$ cat src/hw/mic_defines.svh
`ifndef MIC_DEFINES_SVH
`define MIC_DEFINES_SVH

// ============================================================
// Register map, one aligned 32-bit word each.
`define MIC_OFF_TIMER_CTRL 8'h00
`define MIC_OFF_PORT1_FLAG 8'h04
`define MIC_OFF_ENABLE 8'h08
`define MIC_OFF_PRIORITY 8'h0c
`define MIC_OFF_STATUS 8'h10

// ============================================================
// Field positions.
`define MIC_BIT_EXT0_TRIG 0
`define MIC_BIT_EXT0_PEND 1
`define MIC_BIT_EXT1_TRIG 2
`define MIC_BIT_EXT1_PEND 3
`define MIC_BIT_EXT4_PEND 4
`define MIC_BIT_GLOBAL_EN 31

// ============================================================
// Arbitration positions of shared or special sources.
`define MIC_POS_EXT0 0
`define MIC_POS_EXT1 2
`define MIC_POS_SERIAL 4
`define MIC_POS_TIMER2 5
`define MIC_POS_COUNTER 9
`define MIC_POS_CMP0_FALL 10
`define MIC_POS_CMP0_RISE 11
`define MIC_POS_EXT4 16
`define MIC_POS_UNUSED 20

// ============================================================
// Vectors, reset values and timing.
`define MIC_VEC_RESET 16'h0000
`define MIC_VEC_BASE 16'h0003
`define MIC_CALL_CYCLES 3'h4
`define MIC_RST_WORD 32'h0000_0000
`define MIC_RESP_OKAY 2'h0
`define MIC_RESP_DECERR 2'h3

`endif

$ cat src/hw/mic_pkg.sv
package mic_pkg;

    // Controller sequencing: waiting for a grant, or running the call.
    typedef enum logic {MIC_ST_IDLE, MIC_ST_CALL} mic_state_type;

    // One bit per arbitration position.
    typedef logic [21:0] mic_src_type;

endpackage : mic_pkg

$ cat src/hw/mic_pin_sync.sv
// ============================================================
// Pin synchroniser with falling-edge detection.
module mic_pin_sync (
    input wire logic aclk,
    input wire logic aresetn,
    input wire logic pin_n,
    output logic level_n,
    output logic fall
);
    logic meta_reg;
    logic meta_next;
    logic sync_reg;
    logic sync_next;
    logic prev_reg;
    logic prev_next;

    // Only the second and third stages are read; the first may be metastable.
    always_comb begin
        meta_next = pin_n;
        sync_next = meta_reg;
        prev_next = sync_reg;
    end

    // Idle pins sit high, so reset to high avoids a false edge.
    always_ff @(posedge aclk) begin
        if (!aresetn) begin
            meta_reg <= 1'b1;
            sync_reg <= 1'b1;
            prev_reg <= 1'b1;
        end else begin
            meta_reg <= meta_next;
            sync_reg <= sync_next;
            prev_reg <= prev_next;
        end
    end

    // A high sample followed by a low one is a falling edge.
    assign level_n = sync_reg;
    assign fall = prev_reg & ~sync_reg;

endmodule : mic_pin_sync

$ cat src/hw/mic_irq_ctrl.sv
// How it works
// - Inputs 0 and 1 are active low, level or falling edge per select bit.
// - Edge-mode pending flag of input 0 or 1 clears when the call completes.
// - Level-mode pending flag of input 0 or 1 follows the inverted pin.
// - Inputs 4 to 7 are active low, edge only, flags in bits 4-7.
// - Reset vectors to 0x0000; sources vector from 0x0003 in steps of eight.
// - Sources with several flags request their shared vector when any is set.
// - Timer 2 overflow or external flag requests position 5.
// - Comparator falling and rising edges are separate sources and vectors.
// - Each source has one priority bit choosing low or high level.
// - High requests preempt low routines; nothing preempts a high routine.
// - All priority bits select low after reset.
// - High level wins first, then the lowest arbitration position.
// - Pending requests are sampled and arbitrated on every clock.
// - Fastest response is one detect clock plus four call clocks.
// - After a return, at least one more instruction completes before a call.
// - Worst response follows from waiting for the instruction in progress.
// - Equal or lower requests wait for return and one more instruction.
// - Individual enables count only while the global enable is set.
// - Flags set regardless of enable; disabled flags are ignored.
// - A flag still set after return requests again at once.
// - Software writing one to a pending flag requests like hardware; in level mode the pin overrides it for inputs 0 and 1.
//
// Our own choices: register access over AXI4-Lite and the register offsets.
`include "mic_defines.svh"

module mic_irq_ctrl #(
    parameter int NUM_CAPTURE = 5
) (
    input wire logic aclk,
    input wire logic aresetn,
    input wire logic [7:0] awaddr,
    input wire logic awvalid,
    output logic awready,
    input wire logic [31:0] wdata,
    input wire logic [3:0] wstrb,
    input wire logic wvalid,
    output logic wready,
    output logic [1:0] bresp,
    output logic bvalid,
    input wire logic bready,
    input wire logic [7:0] araddr,
    input wire logic arvalid,
    output logic arready,
    output logic [31:0] rdata,
    output logic [1:0] rresp,
    output logic rvalid,
    input wire logic rready,
    input wire logic ext_irq0_n,
    input wire logic ext_irq1_n,
    input wire logic [3:0] ext_irq_hi_n,
    input wire logic [21:0] periph_flags,
    input wire logic serial_rx_flag,
    input wire logic serial_tx_flag,
    input wire logic timer2_overflow_flag,
    input wire logic timer2_external_flag,
    input wire logic counter_array_overflow_flag,
    input wire logic [NUM_CAPTURE-1:0] capture_module_flag,
    input wire logic cpu_insn_done,
    input wire logic cpu_return_from_irq,
    output logic long_vector_call,
    output logic vector_call_done,
    output logic [15:0] vector_addr,
    output logic [1:0] active_level
);
    // ============================================================
    // Pin synchronisers for the six external inputs.
    logic [5:0] pin_n;
    logic [5:0] pin_lvl_n;
    logic [5:0] pin_fall;

    assign pin_n = {ext_irq_hi_n, ext_irq1_n, ext_irq0_n};

    for (genvar g = 0; g < 6; g++) begin : g_pin
        mic_pin_sync u_sync (
            .aclk(aclk),
            .aresetn(aresetn),
            .pin_n(pin_n[g]),
            .level_n(pin_lvl_n[g]),
            .fall(pin_fall[g])
        );
    end

    // ============================================================
    // AXI4-Lite slave.
    logic awready_reg, awready_next, wready_reg, wready_next;
    logic aw_hold_reg, aw_hold_next, w_hold_reg, w_hold_next;
    logic [7:0] waddr_reg, waddr_next;
    logic [31:0] wdat_reg, wdat_next;
    logic [3:0] wstb_reg, wstb_next;
    logic bvalid_reg, bvalid_next, arready_reg, arready_next;
    logic [1:0] bresp_reg, bresp_next, rresp_reg, rresp_next;
    logic rvalid_reg, rvalid_next;
    logic [31:0] rdata_reg, rdata_next;
    logic wr_en;
    logic [7:0] wr_addr;
    logic [31:0] wr_data;
    logic [3:0] wr_strb;
    logic [31:0] status_word;

    // Core state, declared here because the read mux shows it.
    logic [1:0] trig_reg, trig_next;
    logic [1:0] ext_pend_reg, ext_pend_next;
    logic [3:0] p1_pend_reg, p1_pend_next;
    logic [21:0] en_reg, en_next;
    logic gie_reg, gie_next;
    mic_pkg::mic_src_type prio_reg, prio_next;

    function automatic logic [31:0] merge(input logic [31:0] old_v,
                                          input logic [31:0] new_v,
                                          input logic [3:0] strb);
        logic [31:0] r;
        r = old_v;
        for (int b = 0; b < 4; b++) begin
            if (strb[b]) begin
                r[b*8 +: 8] = new_v[b*8 +: 8];
            end
        end
        return r;
    endfunction : merge

    // Address and data are taken in either order; the write lands in
    // the cycle the second arrives, and both stall until bready.
    always_comb begin
        aw_hold_next = aw_hold_reg | (awvalid & awready_reg);
        w_hold_next = w_hold_reg | (wvalid & wready_reg);
        waddr_next = (awvalid & awready_reg) ? awaddr : waddr_reg;
        wdat_next = (wvalid & wready_reg) ? wdata : wdat_reg;
        wstb_next = (wvalid & wready_reg) ? wstrb : wstb_reg;
        bvalid_next = bvalid_reg & ~bready;
        bresp_next = bresp_reg;
        wr_en = aw_hold_next & w_hold_next & ~bvalid_reg;
        wr_addr = waddr_next;
        wr_data = wdat_next;
        wr_strb = wstb_next;
        if (wr_en) begin
            aw_hold_next = 1'b0;
            w_hold_next = 1'b0;
            bvalid_next = 1'b1;
            bresp_next = (wr_addr <= `MIC_OFF_PRIORITY &&
                          wr_addr[1:0] == 2'h0) ?
                         `MIC_RESP_OKAY : `MIC_RESP_DECERR;
        end
        awready_next = ~aw_hold_next & ~bvalid_next;
        wready_next = ~w_hold_next & ~bvalid_next;
        rvalid_next = rvalid_reg & ~rready;
        rdata_next = rdata_reg;
        rresp_next = rresp_reg;
        if (arvalid & arready_reg) begin
            rvalid_next = 1'b1;
            rresp_next = `MIC_RESP_OKAY;
            case (araddr)
                `MIC_OFF_TIMER_CTRL: rdata_next = {28'h0, ext_pend_reg[1],
                    trig_reg[1], ext_pend_reg[0], trig_reg[0]};
                `MIC_OFF_PORT1_FLAG: rdata_next = {24'h0, p1_pend_reg, 4'h0};
                `MIC_OFF_ENABLE: rdata_next = {gie_reg, 9'h0, en_reg};
                `MIC_OFF_PRIORITY: rdata_next = {10'h0, prio_reg};
                `MIC_OFF_STATUS: rdata_next = status_word;
                default: begin
                    rdata_next = `MIC_RST_WORD;
                    rresp_next = `MIC_RESP_DECERR;
                end
            endcase
        end
        arready_next = ~rvalid_next;
    end

    // Registers of the bus slave.
    always_ff @(posedge aclk) begin
        if (!aresetn) begin
            awready_reg <= 1'b0;
            wready_reg <= 1'b0;
            aw_hold_reg <= 1'b0;
            w_hold_reg <= 1'b0;
            waddr_reg <= 8'h00;
            wdat_reg <= `MIC_RST_WORD;
            wstb_reg <= 4'h0;
            bvalid_reg <= 1'b0;
            bresp_reg <= `MIC_RESP_OKAY;
            arready_reg <= 1'b0;
            rvalid_reg <= 1'b0;
            rdata_reg <= `MIC_RST_WORD;
            rresp_reg <= `MIC_RESP_OKAY;
        end else begin
            awready_reg <= awready_next;
            wready_reg <= wready_next;
            aw_hold_reg <= aw_hold_next;
            w_hold_reg <= w_hold_next;
            waddr_reg <= waddr_next;
            wdat_reg <= wdat_next;
            wstb_reg <= wstb_next;
            bvalid_reg <= bvalid_next;
            bresp_reg <= bresp_next;
            arready_reg <= arready_next;
            rvalid_reg <= rvalid_next;
            rdata_reg <= rdata_next;
            rresp_reg <= rresp_next;
        end
    end

    assign awready = awready_reg;
    assign wready = wready_reg;
    assign bvalid = bvalid_reg;
    assign bresp = bresp_reg;
    assign arready = arready_reg;
    assign rvalid = rvalid_reg;
    assign rdata = rdata_reg;
    assign rresp = rresp_reg;

    // ============================================================
    // Flags, arbitration and the call sequence.
    mic_pkg::mic_state_type state_reg, state_next;
    logic [2:0] cnt_reg, cnt_next;
    logic [1:0] active_reg, active_next;
    logic hold_reg, hold_next;
    logic win_valid_reg, win_valid_next, win_high_reg, win_high_next;
    logic [4:0] win_pos_reg, win_pos_next, call_pos_reg, call_pos_next;
    logic call_high_reg, call_high_next;
    logic busy_reg, busy_next, done_reg, done_next;
    logic [15:0] vec_reg, vec_next;
    logic [31:0] wmerged;
    mic_pkg::mic_src_type src;
    mic_pkg::mic_src_type req;
    logic start, finish;

    assign status_word = {18'h0, busy_reg, hold_reg, active_reg,
                          win_high_reg, win_valid_reg, 3'h0, win_pos_reg};

    always_comb begin
        trig_next = trig_reg;
        ext_pend_next = ext_pend_reg;
        p1_pend_next = p1_pend_reg;
        en_next = en_reg;
        gie_next = gie_reg;
        prio_next = prio_reg;
        wmerged = merge(`MIC_RST_WORD, wr_data, wr_strb);
        // Software writes: a one in a pending bit raises a request, except input 0 or 1 in level mode.
        if (wr_en && wr_strb[0] && wr_addr == `MIC_OFF_TIMER_CTRL) begin
            trig_next = {wr_data[`MIC_BIT_EXT1_TRIG],
                         wr_data[`MIC_BIT_EXT0_TRIG]};
            ext_pend_next = {wr_data[`MIC_BIT_EXT1_PEND],
                             wr_data[`MIC_BIT_EXT0_PEND]};
        end
        if (wr_en && wr_strb[0] && wr_addr == `MIC_OFF_PORT1_FLAG) begin
            p1_pend_next = wr_data[`MIC_BIT_EXT4_PEND +: 4];
        end
        if (wr_en && wr_addr == `MIC_OFF_ENABLE) begin
            wmerged = merge({gie_reg, 9'h0, en_reg}, wr_data, wr_strb);
            en_next = wmerged[21:0];
            en_next[`MIC_POS_UNUSED] = 1'b0;
            gie_next = wmerged[`MIC_BIT_GLOBAL_EN];
        end
        if (wr_en && wr_addr == `MIC_OFF_PRIORITY) begin
            wmerged = merge({10'h0, prio_reg}, wr_data, wr_strb);
            prio_next = wmerged[21:0];
        end
        // Hardware clear at the end of the call, for edge mode only.
        if (finish && call_pos_reg == 5'(`MIC_POS_EXT0) && trig_reg[0]) begin
            ext_pend_next[0] = 1'b0;
        end
        if (finish && call_pos_reg == 5'(`MIC_POS_EXT1) && trig_reg[1]) begin
            ext_pend_next[1] = 1'b0;
        end
        if (finish && call_pos_reg[4:2] == 3'h4) begin
            p1_pend_next[call_pos_reg[1:0]] = 1'b0;
        end
        // Edges set flags last, so a set beats any clear.
        for (int i = 0; i < 2; i++) begin
            if (!trig_reg[i]) begin
                ext_pend_next[i] = ~pin_lvl_n[i];
            end else if (pin_fall[i]) begin
                ext_pend_next[i] = 1'b1;
            end
        end
        for (int i = 0; i < 4; i++) begin
            if (pin_fall[i+2]) begin
                p1_pend_next[i] = 1'b1;
            end
        end
    end

    // Pending set is independent of the enables; gating is later.
    always_comb begin
        src = periph_flags;
        src[`MIC_POS_EXT0] = ext_pend_reg[0];
        src[`MIC_POS_EXT1] = ext_pend_reg[1];
        src[`MIC_POS_SERIAL] = serial_rx_flag | serial_tx_flag;
        src[`MIC_POS_TIMER2] = timer2_overflow_flag |
                               timer2_external_flag;
        src[`MIC_POS_COUNTER] = counter_array_overflow_flag |
                                (|capture_module_flag);
        src[`MIC_POS_EXT4 +: 4] = p1_pend_reg;
        src[`MIC_POS_UNUSED] = 1'b0;
        req = gie_reg ? (src & en_reg) : '0;
    end

    // Resolve every cycle; the downward scan leaves the lowest
    // position, high level first, and active levels gate eligibility.
    always_comb begin
        win_valid_next = 1'b0;
        win_high_next = 1'b0;
        win_pos_next = 5'h00;
        for (int i = 21; i >= 0; i--) begin
            if (req[i] && !prio_reg[i] && active_reg == 2'h0) begin
                win_valid_next = 1'b1;
                win_pos_next = 5'(i);
            end
        end
        for (int i = 21; i >= 0; i--) begin
            if (req[i] && prio_reg[i] && !active_reg[1]) begin
                win_valid_next = 1'b1;
                win_high_next = 1'b1;
                win_pos_next = 5'(i);
            end
        end
    end

    // The call starts only at an instruction boundary; after a return
    // one further instruction must complete first, which bounds the
    // worst response. The cycle after a call is skipped because the
    // registered winner still reflects the old active level.
    assign start = state_reg == mic_pkg::MIC_ST_IDLE && win_valid_reg &&
                   cpu_insn_done && !cpu_return_from_irq && !hold_reg &&
                   !done_reg;
    assign finish = state_reg == mic_pkg::MIC_ST_CALL && cnt_reg == 3'h0;

    always_comb begin
        state_next = state_reg;
        cnt_next = cnt_reg;
        call_pos_next = call_pos_reg;
        call_high_next = call_high_reg;
        active_next = active_reg;
        vec_next = vec_reg;
        done_next = 1'b0;
        hold_next = hold_reg;
        if (cpu_return_from_irq) begin
            hold_next = 1'b1;
            active_next = active_reg[1] ? {1'b0, active_reg[0]} : 2'h0;
        end else if (cpu_insn_done) begin
            hold_next = 1'b0;
        end
        case (state_reg)
            mic_pkg::MIC_ST_IDLE: begin
                if (start) begin
                    state_next = mic_pkg::MIC_ST_CALL;
                    cnt_next = `MIC_CALL_CYCLES - 3'h1;
                    call_pos_next = win_pos_reg;
                    call_high_next = win_high_reg;
                end
            end
            mic_pkg::MIC_ST_CALL: begin
                cnt_next = cnt_reg - 3'h1;
                if (finish) begin
                    state_next = mic_pkg::MIC_ST_IDLE;
                    done_next = 1'b1;
                    vec_next = `MIC_VEC_BASE +
                               {8'h00, call_pos_reg, 3'h0};
                    if (call_high_reg) begin
                        active_next[1] = 1'b1;
                    end else begin
                        active_next[0] = 1'b1;
                    end
                end
            end
            default: state_next = mic_pkg::MIC_ST_IDLE;
        endcase
        busy_next = state_next == mic_pkg::MIC_ST_CALL;
    end

    // Core registers; priorities reset to low and the vector to zero.
    always_ff @(posedge aclk) begin
        if (!aresetn) begin
            trig_reg <= 2'h0;
            ext_pend_reg <= 2'h0;
            p1_pend_reg <= 4'h0;
            en_reg <= 22'h0;
            gie_reg <= 1'b0;
            prio_reg <= 22'h0;
            state_reg <= mic_pkg::MIC_ST_IDLE;
            cnt_reg <= 3'h0;
            active_reg <= 2'h0;
            hold_reg <= 1'b0;
            win_valid_reg <= 1'b0;
            win_high_reg <= 1'b0;
            win_pos_reg <= 5'h00;
            call_pos_reg <= 5'h00;
            call_high_reg <= 1'b0;
            busy_reg <= 1'b0;
            done_reg <= 1'b0;
            vec_reg <= `MIC_VEC_RESET;
        end else begin
            trig_reg <= trig_next;
            ext_pend_reg <= ext_pend_next;
            p1_pend_reg <= p1_pend_next;
            en_reg <= en_next;
            gie_reg <= gie_next;
            prio_reg <= prio_next;
            state_reg <= state_next;
            cnt_reg <= cnt_next;
            active_reg <= active_next;
            hold_reg <= hold_next;
            win_valid_reg <= win_valid_next;
            win_high_reg <= win_high_next;
            win_pos_reg <= win_pos_next;
            call_pos_reg <= call_pos_next;
            call_high_reg <= call_high_next;
            busy_reg <= busy_next;
            done_reg <= done_next;
            vec_reg <= vec_next;
        end
    end

    assign long_vector_call = busy_reg;
    assign vector_call_done = done_reg;
    assign vector_addr = vec_reg;
    assign active_level = active_reg;
endmodule : mic_irq_ctrl

$ cat config.mk
export PLATFORM = sky130hd
export DESIGN_NAME = mic_irq_ctrl
export DESIGN_NICKNAME = d
export VERILOG_FILES = /design/src/hw/mic_pkg.sv /design/src/hw/mic_pin_sync.sv /design/src/hw/mic_irq_ctrl.sv
export VERILOG_INCLUDE_DIRS = /design/src /design/src/hw
export SDC_FILE = /design/constraint.sdc
export NUM_CORES = 1
export LEC_CHECK = 0
export ABC_AREA = 1
export CORE_MARGIN = 3
export CORE_UTILIZATION = 30
export CTS_CLUSTER_SIZE = 10
export DETAILED_ROUTE_END_ITERATION = 10
export DONT_BUFFER_PORTS = 1
export HOLD_SLACK_MARGIN = 0.03
export MAX_ROUTING_LAYER = met4
export PLACE_DENSITY = 0.42
export SYNTH_ARGS = -nofsm -noshare
export SYNTH_HDL_FRONTEND = slang
export SYNTH_HIERARCHICAL = 1
export SYNTH_SLANG_ARGS = --single-unit
$ cat constraint.sdc
create_clock -name aclk -period 5.8 [get_ports aclk]
set_input_delay 0.87 -clock aclk [delete_from_list [all_inputs] [get_ports aclk]]
set_output_delay 0.87 -clock aclk [all_outputs]
set_load 0.01 [all_outputs]
==> impl_metrics.json, run 1 <==
{
  "start_util_pct": 31.1,
  "post_cts_buffers": 0,
  "period_needed_ps": 3620,
  "htreeDepth": 4,
  "max_slew_margin_pct": 25.0,
  "setup_viol": 0,
  "numPortBuffers": 0,
  "cap_violations": 0,
  "num_vias": 6373,
  "ys_ff_latch": 164,
  "r2r-start": "gie_reg$_SDFFE_PN0P_",
  "ys_warn_count": 6,
  "dr.pass1.iters": 5,
  "hold_buffers": 0,
  "antenna_found_initial": 1,
  "status": "finished clean",
  "clock_path_buffers": 2,
  "place_congestion": 0.820,
  "min_period_over_period_pct": 62.3,
  "synth_top_family_by_area": "simple AND/OR/NAND/NOR gates",
  "root_buffer": "clkbuf_16",
  "hold_depth": 2,
  "grt_pass1_wl_um": 35200,
  "wl_per_cell_um": 16.4,
  "fp.dieH_um": 163,
  "tns_ps": 0,
  "synthMuxAreaShare_pct": 1.21,
  "postRouteAntennaNets": 0,
  "worstReg2RegEnd": "win_pos_reg[0]$_SDFF_PP0_",
  "skew_ps": 14.1,
  "die_w_um": 163,
  "synth_edf_count": 0,
  "peakVddDrop_mv": 0.134,
  "leakagePower_nw": 3.50,
  "slowest_stage": "dfxtp_1",
  "clock_latency_ps": 430,
  "numCtsBuffers": 17,
  "end_kind": "flop",
  "fin_hold_ws_ps": 405,
  "p_per_area_nw_per_um2": 305,
  "cp_max_fo": 17,
  "drtIter0Drc": 358,
  "grt_usage_pct": 17.8,
  "critPathLaunchType": "flop",
  "layout.nets": 1137,
  "post_cts_resized": 0,
  "fmax_mhz": 277,
  "hp-class": "reg2reg",
  "critPathKind": "reg2reg",
  "hold_viol": 0,
  "r2r_slack_ps": 2180,
  "worstPathRequired_ps": 6120,
  "ys_seq_area_share_pct": 44.2,
  "async_flop_share_pct": 0,
  "cts_tree": "built",
  "final_layout_size_suffix_gt1_share_pct": 7.53,
  "synth_compound_area_share_pct": 16.3,
  "wirelength_um": 22400,
  "grt.overflow.total": 0,
  "postSynthCellCount": 1046,
  "worstHoldStart": "g_pin[1].u_sync/meta_reg$_SDFF_PN1_",
  "avgSynthCellArea_um2": 7.10,
  "hold_end": "g_pin[1].u_sync/level_n$_SDFF_PN1_",
  "fill_cells": 2651,
  "crit_top_cell": "nand2_1",
  "max_stage_delay_ps": 940,
  "area_growth_pct": 11.0,
  "num_rows": 56,
  "place_hpwl_um": 16700,
  "rsz0062_at_grt": "false",
  "ys_types": 49,
  "synth_ff_type": "dfxtp_1",
  "route.detailed.drc": 0,
  "grt_max_degree": 80,
  "cts_sinks": 164,
  "synth_xor_area_share_pct": 0,
  "avgViaCountPerCell": 4.66,
  "r2r_cells": 39,
  "core-area_um2": 23900,
  "cp.arrival_ps": 3930,
  "netlist_area_um2": 7420,
  "io_pins": 160,
  "die-area_um2": 26700,
  "synthAdderAreaFrac_pct": 0.337,
  "synthSimpleGateAreaFrac_pct": 24.8,
  "grt_pass1_vias": 6103,
  "worst_pin_slew_ps": 1120,
  "drv_slew": 0,
  "clkTransAtPathRegs_ps": 70
}
[cell usage in the layout (no fill, tap or decap), types with 6 or more instances in the layout]
| cell type | n |
|---|---|
| nand2_1 | 163 |
| a31oi_1 | 6 |
| a21oi_1 | 87 |
| o21ai_0 | 97 |
| mux2i_1 | 9 |
| nor3_1 | 48 |
| conb_1 | 18 |
| buf_4 | 7 |
| clkbuf_16 | 17 |
| nor2_1 | 108 |
| inv_1 | 174 |
| nor4_1 | 6 |
| or2_2 | 27 |
| o22ai_1 | 8 |
| nand4_1 | 8 |
| dfxtp_1 | 164 |
| nand3_1 | 39 |
[where the power goes]
group / switching [mW] / internal [mW] / total (mW)
Clock: 0.500 / 0.636 / 1.14
Combinational: 0.133 / 0.0614 / 0.194
Sequential: 0.0160 / 1.16 / 1.18
[how the worst max path moves through the flow]
stage	slack (ps)	start	endpoint
5_1_grt	1720	gie_reg$_SDFFE_PN0P_	win_pos_reg[0]$_SDFF_PP0_
6_report	2180	gie_reg$_SDFFE_PN0P_	win_pos_reg[0]$_SDFF_PP0_
3_5_place_dp	1910	wvalid	en_reg[8]$_SDFFE_PN0P_
2_1_floorplan	2920	periph_flags[21]	win_pos_reg[0]$_SDFF_PP0_
3_3_place_gp	1960	wvalid	en_reg[12]$_SDFFE_PN0P_
4_1_cts	2080	gie_reg$_SDFFE_PN0P_	win_pos_reg[0]$_SDFF_PP0_
[Yosys cell counts (2+ instances only)]
| cell type | number | area, um^2 |
|---|---|---|
| a31oi_1 | 6 | 37.5 |
| mux2i_1 | 9 | 90.1 |
| o21ai_0 | 97 | 485 |
| nand3b_1 | 4 | 30.0 |
| nor2_1 | 108 | 405 |
| o211ai_1 | 4 | 30.0 |
| ha_1 | 2 | 25.0 |
| o221ai_1 | 3 | 26.3 |
| or2_2 | 27 | 169 |
| inv_2 | 3 | 11.3 |
| nor2_2 | 2 | 12.5 |
| a21oi_1 | 87 | 435 |
| nand4_1 | 8 | 50.1 |
| nand2_2 | 2 | 12.5 |
| buf_4 | 22 | 165 |
| o22ai_1 | 8 | 50.1 |
| nand2_1 | 163 | 612 |
| o21a_1 | 2 | 15.0 |
| inv_1 | 174 | 653 |
| clkinv_1 | 2 | 7.51 |
| o2111ai_1 | 4 | 35.0 |
| nand3_1 | 39 | 195 |
| clkbuf_1 | 28 | 105 |
| buf_2 | 2 | 10.0 |
| nor4_1 | 6 | 37.5 |
| nor3_1 | 48 | 240 |
| dfxtp_1 | 164 | 3280 |
[metal layers]
layer | track usage [%] | part of all wire (%)
met1 | 25.1 | 52
met2 | 25.9 | 43
met4 | 4.00 | 1.1
met3 | 3.98 | 4.7
met5 | - | 0
[stage by stage]
stage	utilization (%)	instances	instance area [um^2]	total power [mW]	worst slack, ps
after detailed placement	32.0	1336	7650	1.40	1910
final	34.5	1369	8240	2.51	2180
after floorplan	-	1063	7490	1.36	2920
after CTS	34.5	1368	8230	2.54	2080
after global routing	34.5	1369	8240	2.62	1720
after global placement	32.0	1336	7650	1.40	1960
[critical path: cells and delay by family, from the launching register on]
kind,cells,cell delay [ps]
simple gates,37,2300
compound gates,1,50
flops,1,940
buf+inv,1,160
[logic make-up after synthesis]
family,count (synthesis)
and+or+nand+nor,415
buffers and inverters,233
AOI/OAI and AO/OA,222
DFF,164
muxes,9
adders and majority gates,2
other,1
[layout make-up]
type | instances | area (um^2) | share of cell area (%)
Sequential cell | 164 | 3280 | 39.9
Multi-Input combinational cell | 666 | 3230 | 39.3
Inverter | 180 | 678 | 8.23
Clock buffer | 21 | 470 | 5.71
Tap cell | 319 | 399 | 4.85
Clock inverter | 11 | 116 | 1.41
Timing Repair Buffer | 7 | 52.6 | 0.638
Antenna cell | 1 | 2.50 | 0.0304
No activity file was read; power rests on OpenSTA's default activity.
==> run 2, diff against run 1 <==
==> constraint.sdc (replaced) <==
create_clock -name aclk -period 3.7 [get_ports aclk]
set_input_delay 0.555 -clock aclk [delete_from_list [all_inputs] [get_ports aclk]]
set_output_delay 0.555 -clock aclk [all_outputs]
set_load 0.01 [all_outputs]
==> run 2 against run 1 <==
  * Global-route usage up 0.25 points
  * Die area is the same
  * Total power up 55%
  * Sequential power grew 57%
==> impl_metrics.json, run 2 (synthesis gave the netlist of run 1 again) <==
{
  "status": "finished clean",
  "grt_pass1_vias": 6242,
  "start_util_pct": 31.1,
  "grt_usage_pct": 18.0,
  "dr.pass1.iters": 4,
  "hp-class": "in2reg",
  "post_cts_resized": 0,
  "setup_viol": 0,
  "route.detailed.drc": 0,
  "core-area_um2": 23900,
  "antenna_found_initial": 1,
  "period_needed_ps": 3190,
  "wl_per_cell_um": 16.5,
  "layout.nets": 1148,
  "slowest_stage": "dfxtp_1",
  "p_per_area_nw_per_um2": 468,
  "fp.dieH_um": 163,
  "cp_max_fo": 9,
  "post_cts_buffers": 0,
  "worst_pin_slew_ps": 870,
  "avgViaCountPerCell": 4.67,
  "fin_hold_ws_ps": 195,
  "tns_ps": 0,
  "worstPathRequired_ps": 4060,
  "final_cell_mix": "inv_1, dfxtp_1, nand2_1",
  "clkTransAtPathRegs_ps": 70,
  "num_rows": 56,
  "die_w_um": 163,
  "grt_max_degree": 80,
  "htreeDepth": 4,
  "wirelength_um": 22800,
  "root_buffer": "clkbuf_16",
  "crit_top_cell": "nand2_1",
  "numCtsBuffers": 17,
  "hold_buffers": 0,
  "fmax_mhz": 314,
  "end_kind": "flop",
  "fill_cells": 2640,
  "io_pins": 160,
  "clock_path_buffers": 2,
  "hold_viol": 0,
  "grt.overflow.total": 0,
  "place_hpwl_um": 17200,
  "cap_violations": 0,
  "numPortBuffers": 0,
  "peakVddDrop_mv": 0.213,
  "skew_ps": 14.0,
  "cp.arrival_ps": 3550,
  "final_layout_size_suffix_gt1_share_pct": 8.40,
  "leakagePower_nw": 3.54,
  "max_slew_margin_pct": 41.5,
  "grt_pass1_wl_um": 35800,
  "rsz0062_at_grt": "false",
  "postRouteAntennaNets": 0,
  "critPathTopFamily": "simple AND/OR/NAND/NOR gates",
  "max_stage_delay_ps": 390,
  "cts_sinks": 164,
  "place_congestion": 0.839,
  "die-area_um2": 26700,
  "area_growth_pct": 11.7,
  "cts_tree": "built",
  "critPathKind": "reg2reg",
  "num_vias": 6441,
  "drv_slew": 0,
  "critPathLaunchType": "flop",
  "r2r_cells": 40,
  "layout_commonest_cell": "inv_1",
  "min_period_over_period_pct": 86.2,
  "crit_cells": 40,
  "hold_depth": 1,
  "drtIter0Drc": 386,
  "clock_latency_ps": 430,
  "cp_num_buf_inv": 3
}
## run 2: report_power, final
part / leakage, nW / switching [mW] / total (mW) / internal, mW
registers: 1.33 / 0.0246 / 1.85 / 1.82
logic: 1.94 / 0.212 / 0.312 / 0.101
clock network: 0.270 / 0.790 / 1.72 / 0.929
## run 2: through the flow
step	instances	instance area, um^2	utilization [%]	worst slack [ps]	power (mW)
floorplan	1063	7490	-	1140	2.13
global placement	1347	7730	32.3	391	2.20
detailed placement	1347	7730	32.3	308	2.20
CTS	1379	8290	34.7	461	3.93
global route	1380	8290	34.7	17.2	4.05
finish	1380	8290	34.7	512	3.88
## run 2: area by class of cell
class                      count  area, um^2  area share, %
sequential                   164        3280           39.6
inverter                     180         678           8.18
timing repair buffer          18         135           1.63
clock inverter                10        87.6           1.06
tap                          319         399           4.81
antenna                        1        2.50         0.0302
clock buffer                  22         474           5.72
multi-input combinational    666        3230           39.0
## run 2: metal layers
metal	routed length, um	share of wire (%)	vias to the layer above	track usage [%]
li1	-	-	3335	-
met1	11800	52	2954	25.7
met2	9680	42	137	26.3
met3	1080	4.7	15	3.58
met4	231	1.0	0	4.34
met5	0	0	-	-
## run 2: final timing paths
kind / start / endpoint / slack, ps
max: active_level[0]$_SDFF_PN0_ / win_pos_reg[0]$_SDFF_PP0_ / 510
min: aresetn / g_pin[4].u_sync/meta_reg$_SDFF_PN1_ / 190
min reg2reg: g_pin[0].u_sync/meta_reg$_SDFF_PN1_ / g_pin[0].u_sync/level_n$_SDFF_PN1_ / 400
max reg2reg: active_level[0]$_SDFF_PN0_ / win_pos_reg[0]$_SDFF_PP0_ / 510
## run 2: worst reg2reg max path, delay by kind of cell, from the launching register on
kind	cells	cell delay [ps]
AND/OR/NAND/NOR	36	2190
AO/OA/AOI/OAI	1	100
buffers and inverters	3	460
flip-flops	1	390
==> run 3, diff against run 2 <==
--- a/config.mk
+++ b/config.mk
@@ -7,6 +7,8 @@
 export NUM_CORES = 1
 export LEC_CHECK = 0
 export ABC_AREA = 1
+export ABC_CLOCK_PERIOD_IN_PS = 3700
+export CORE_ASPECT_RATIO = 0.8
 export CORE_MARGIN = 3
 export CORE_UTILIZATION = 30
 export CTS_CLUSTER_SIZE = 10
==> run 3 against run 2 <==
  * Die area about the same
  * Setup slack better by 55 ps
  * Sequential cell count unchanged
  * Wire length hardly changed
  * Clock power grew 5%
  * Combinational power fell by 5%
  * Register-to-register slack better by 60 ps
  * Maximum frequency increased by 1.8%
  * Via count grew 0.26%
  * Critical path type unchanged
==> impl_metrics.json, run 3 (synthesis gave the netlist of run 1 again) <==
{
  "fin_total_pwr_mw": 3.96,
  "grt_max_degree": 80,
  "hold_end": "g_pin[3].u_sync/meta_reg$_SDFF_PN1_",
  "p_per_area_nw_per_um2": 476,
  "start_util_pct": 31.1,
  "hp-class": "in2reg",
  "final_cell_mix": "inv_1, dfxtp_1, nand2_1",
  "worstPathRequired_ps": 4080,
  "crit_top_cell": "nand2_1",
  "avgViaCountPerCell": 4.69,
  "leakagePower_nw": 3.56,
  "place_congestion": 0.861,
  "fp.dieH_um": 147,
  "htreeDepth": 4,
  "cts_sinks": 164,
  "peakVddDrop_mv": 0.296,
  "clock_latency_ps": 450,
  "slowest_stage": "dfxtp_1",
  "final_layout_size_suffix_gt1_share_pct": 8.58,
  "place_hpwl_um": 17000,
  "wl_per_cell_um": 16.6,
  "critPathKind": "reg2reg",
  "hold_depth": 1,
  "skew_ps": 11.7,
  "antenna_found_initial": 4,
  "hold_viol": 0,
  "post_cts_resized": 0,
  "worstHoldStart": "aresetn",
  "clkTransAtPathRegs_ps": 70,
  "io_pins": 160,
  "root_buffer": "clkbuf_16",
  "final_core_util_pct": 34.9,
  "period_needed_ps": 3130,
  "tns_ps": 0,
  "layout.nets": 1148,
  "core-area_um2": 23800,
  "layout_commonest_cell": "inv_1",
  "clock_path_buffers": 2,
  "hold_buffers": 0,
  "r2r_slack_ps": 570,
  "wirelength_um": 22800,
  "r2r_cells": 43,
  "max_slew_margin_pct": 44.4,
  "num_rows": 50,
  "die-area_um2": 26700,
  "area_growth_pct": 12.0,
  "worstReg2RegEnd": "win_pos_reg[0]$_SDFF_PP0_",
  "critPathLaunchType": "flop",
  "route.detailed.drc": 0,
  "num_vias": 6458,
  "setup_viol": 0,
  "grt_usage_pct": 17.8,
  "status": "finished clean",
  "cp.arrival_ps": 3520,
  "cp_max_fo": 16,
  "drtIter0Drc": 423,
  "postRouteAntennaNets": 0,
  "die_w_um": 182,
  "grt_pass1_vias": 6098,
  "drv_slew": 0,
  "max_stage_delay_ps": 370,
  "cap_violations": 0,
  "fin_hold_ws_ps": 178,
  "end_kind": "flop",
  "grt.overflow.total": 0,
  "r2r-start": "gie_reg$_SDFFE_PN0P_",
  "rsz0062_at_grt": "false",
  "dr.pass1.iters": 6,
  "numPortBuffers": 0,
  "worst_pin_slew_ps": 826,
  "fmax_mhz": 319,
  "cts_tree": "built",
  "min_period_over_period_pct": 84.7,
  "numCtsBuffers": 17,
  "grt_pass1_wl_um": 35600,
  "post_cts_buffers": 0
}
==> run 3: cell count changes in the layout (fill, tap and decap cells not counted), moves of 2 or more <==
cell      change
clkbuf_8      -3
clkbuf_1      -2
diode_2       +3
clkinv_4      -2
inv_6         +3
inv_8         +3
==> run 3: worst max path at each step <==
stage | from | end | slack [ps] | cells after the start
detailed placement | awvalid | en_reg[15]$_SDFFE_PN0P_ | 450 | 9
finish | gie_reg$_SDFFE_PN0P_ | win_pos_reg[0]$_SDFF_PP0_ | 570 | 43
global placement | awvalid | en_reg[8]$_SDFFE_PN0P_ | 480 | 9
global route | active_level[0]$_SDFF_PN0_ | win_pos_reg[0]$_SDFF_PP0_ | 50 | 39
floorplan | periph_flags[21] | win_pos_reg[0]$_SDFF_PP0_ | 1140 | 42
CTS | gie_reg$_SDFFE_PN0P_ | win_pos_reg[0]$_SDFF_PP0_ | 540 | 43
==> run 3: where the power goes <==
group,switching (mW),internal [mW]
combinational,0.196,0.101
sequential,0.0245,1.82
clock,0.855,0.959
==> run 3: worst max-delay path: cells and delay by family, from the launching register on <==
kind | cells | cell delay, ps
buffers and inverters | 1 | 290
AO/OA/AOI/OAI | 1 | 110
AND/OR/NAND/NOR | 41 | 2300
flip-flops | 1 | 370
==> run 3: cell type report <==
| class | count | area, um^2 |
|---|---|---|
| inverters | 180 | 678 |
| fillers | 2582 | 15500 |
| diodes | 4 | 10.0 |
| clock inverters | 15 | 160 |
| well taps | 312 | 390 |
| multi-input cells | 666 | 3230 |
| repair buffers | 18 | 135 |
| clock buffers | 17 | 425 |
| flip-flops and latches | 164 | 3280 |
==> run 3: stage by stage <==
step / worst slack, ps / std cells / instance area [um^2]
finish: 567 / 1376 / 8320
global route: 49.6 / 1376 / 8320
CTS: 543 / 1372 / 8310
detailed placement: 454 / 1340 / 7720
global placement: 477 / 1340 / 7720
floorplan: 1140 / 1063 / 7490
==> run 3: metal layers <==
layer / GRT usage [%] / vias to the layer above / part of all wire, %
li1: - / 3342 / -
met1: 26.4 / 2952 / 54
met2: 22.8 / 151 / 38
met3: 6.67 / 13 / 8.0
met4: 3.54 / 0 / 0.66
met5: - / - / 0
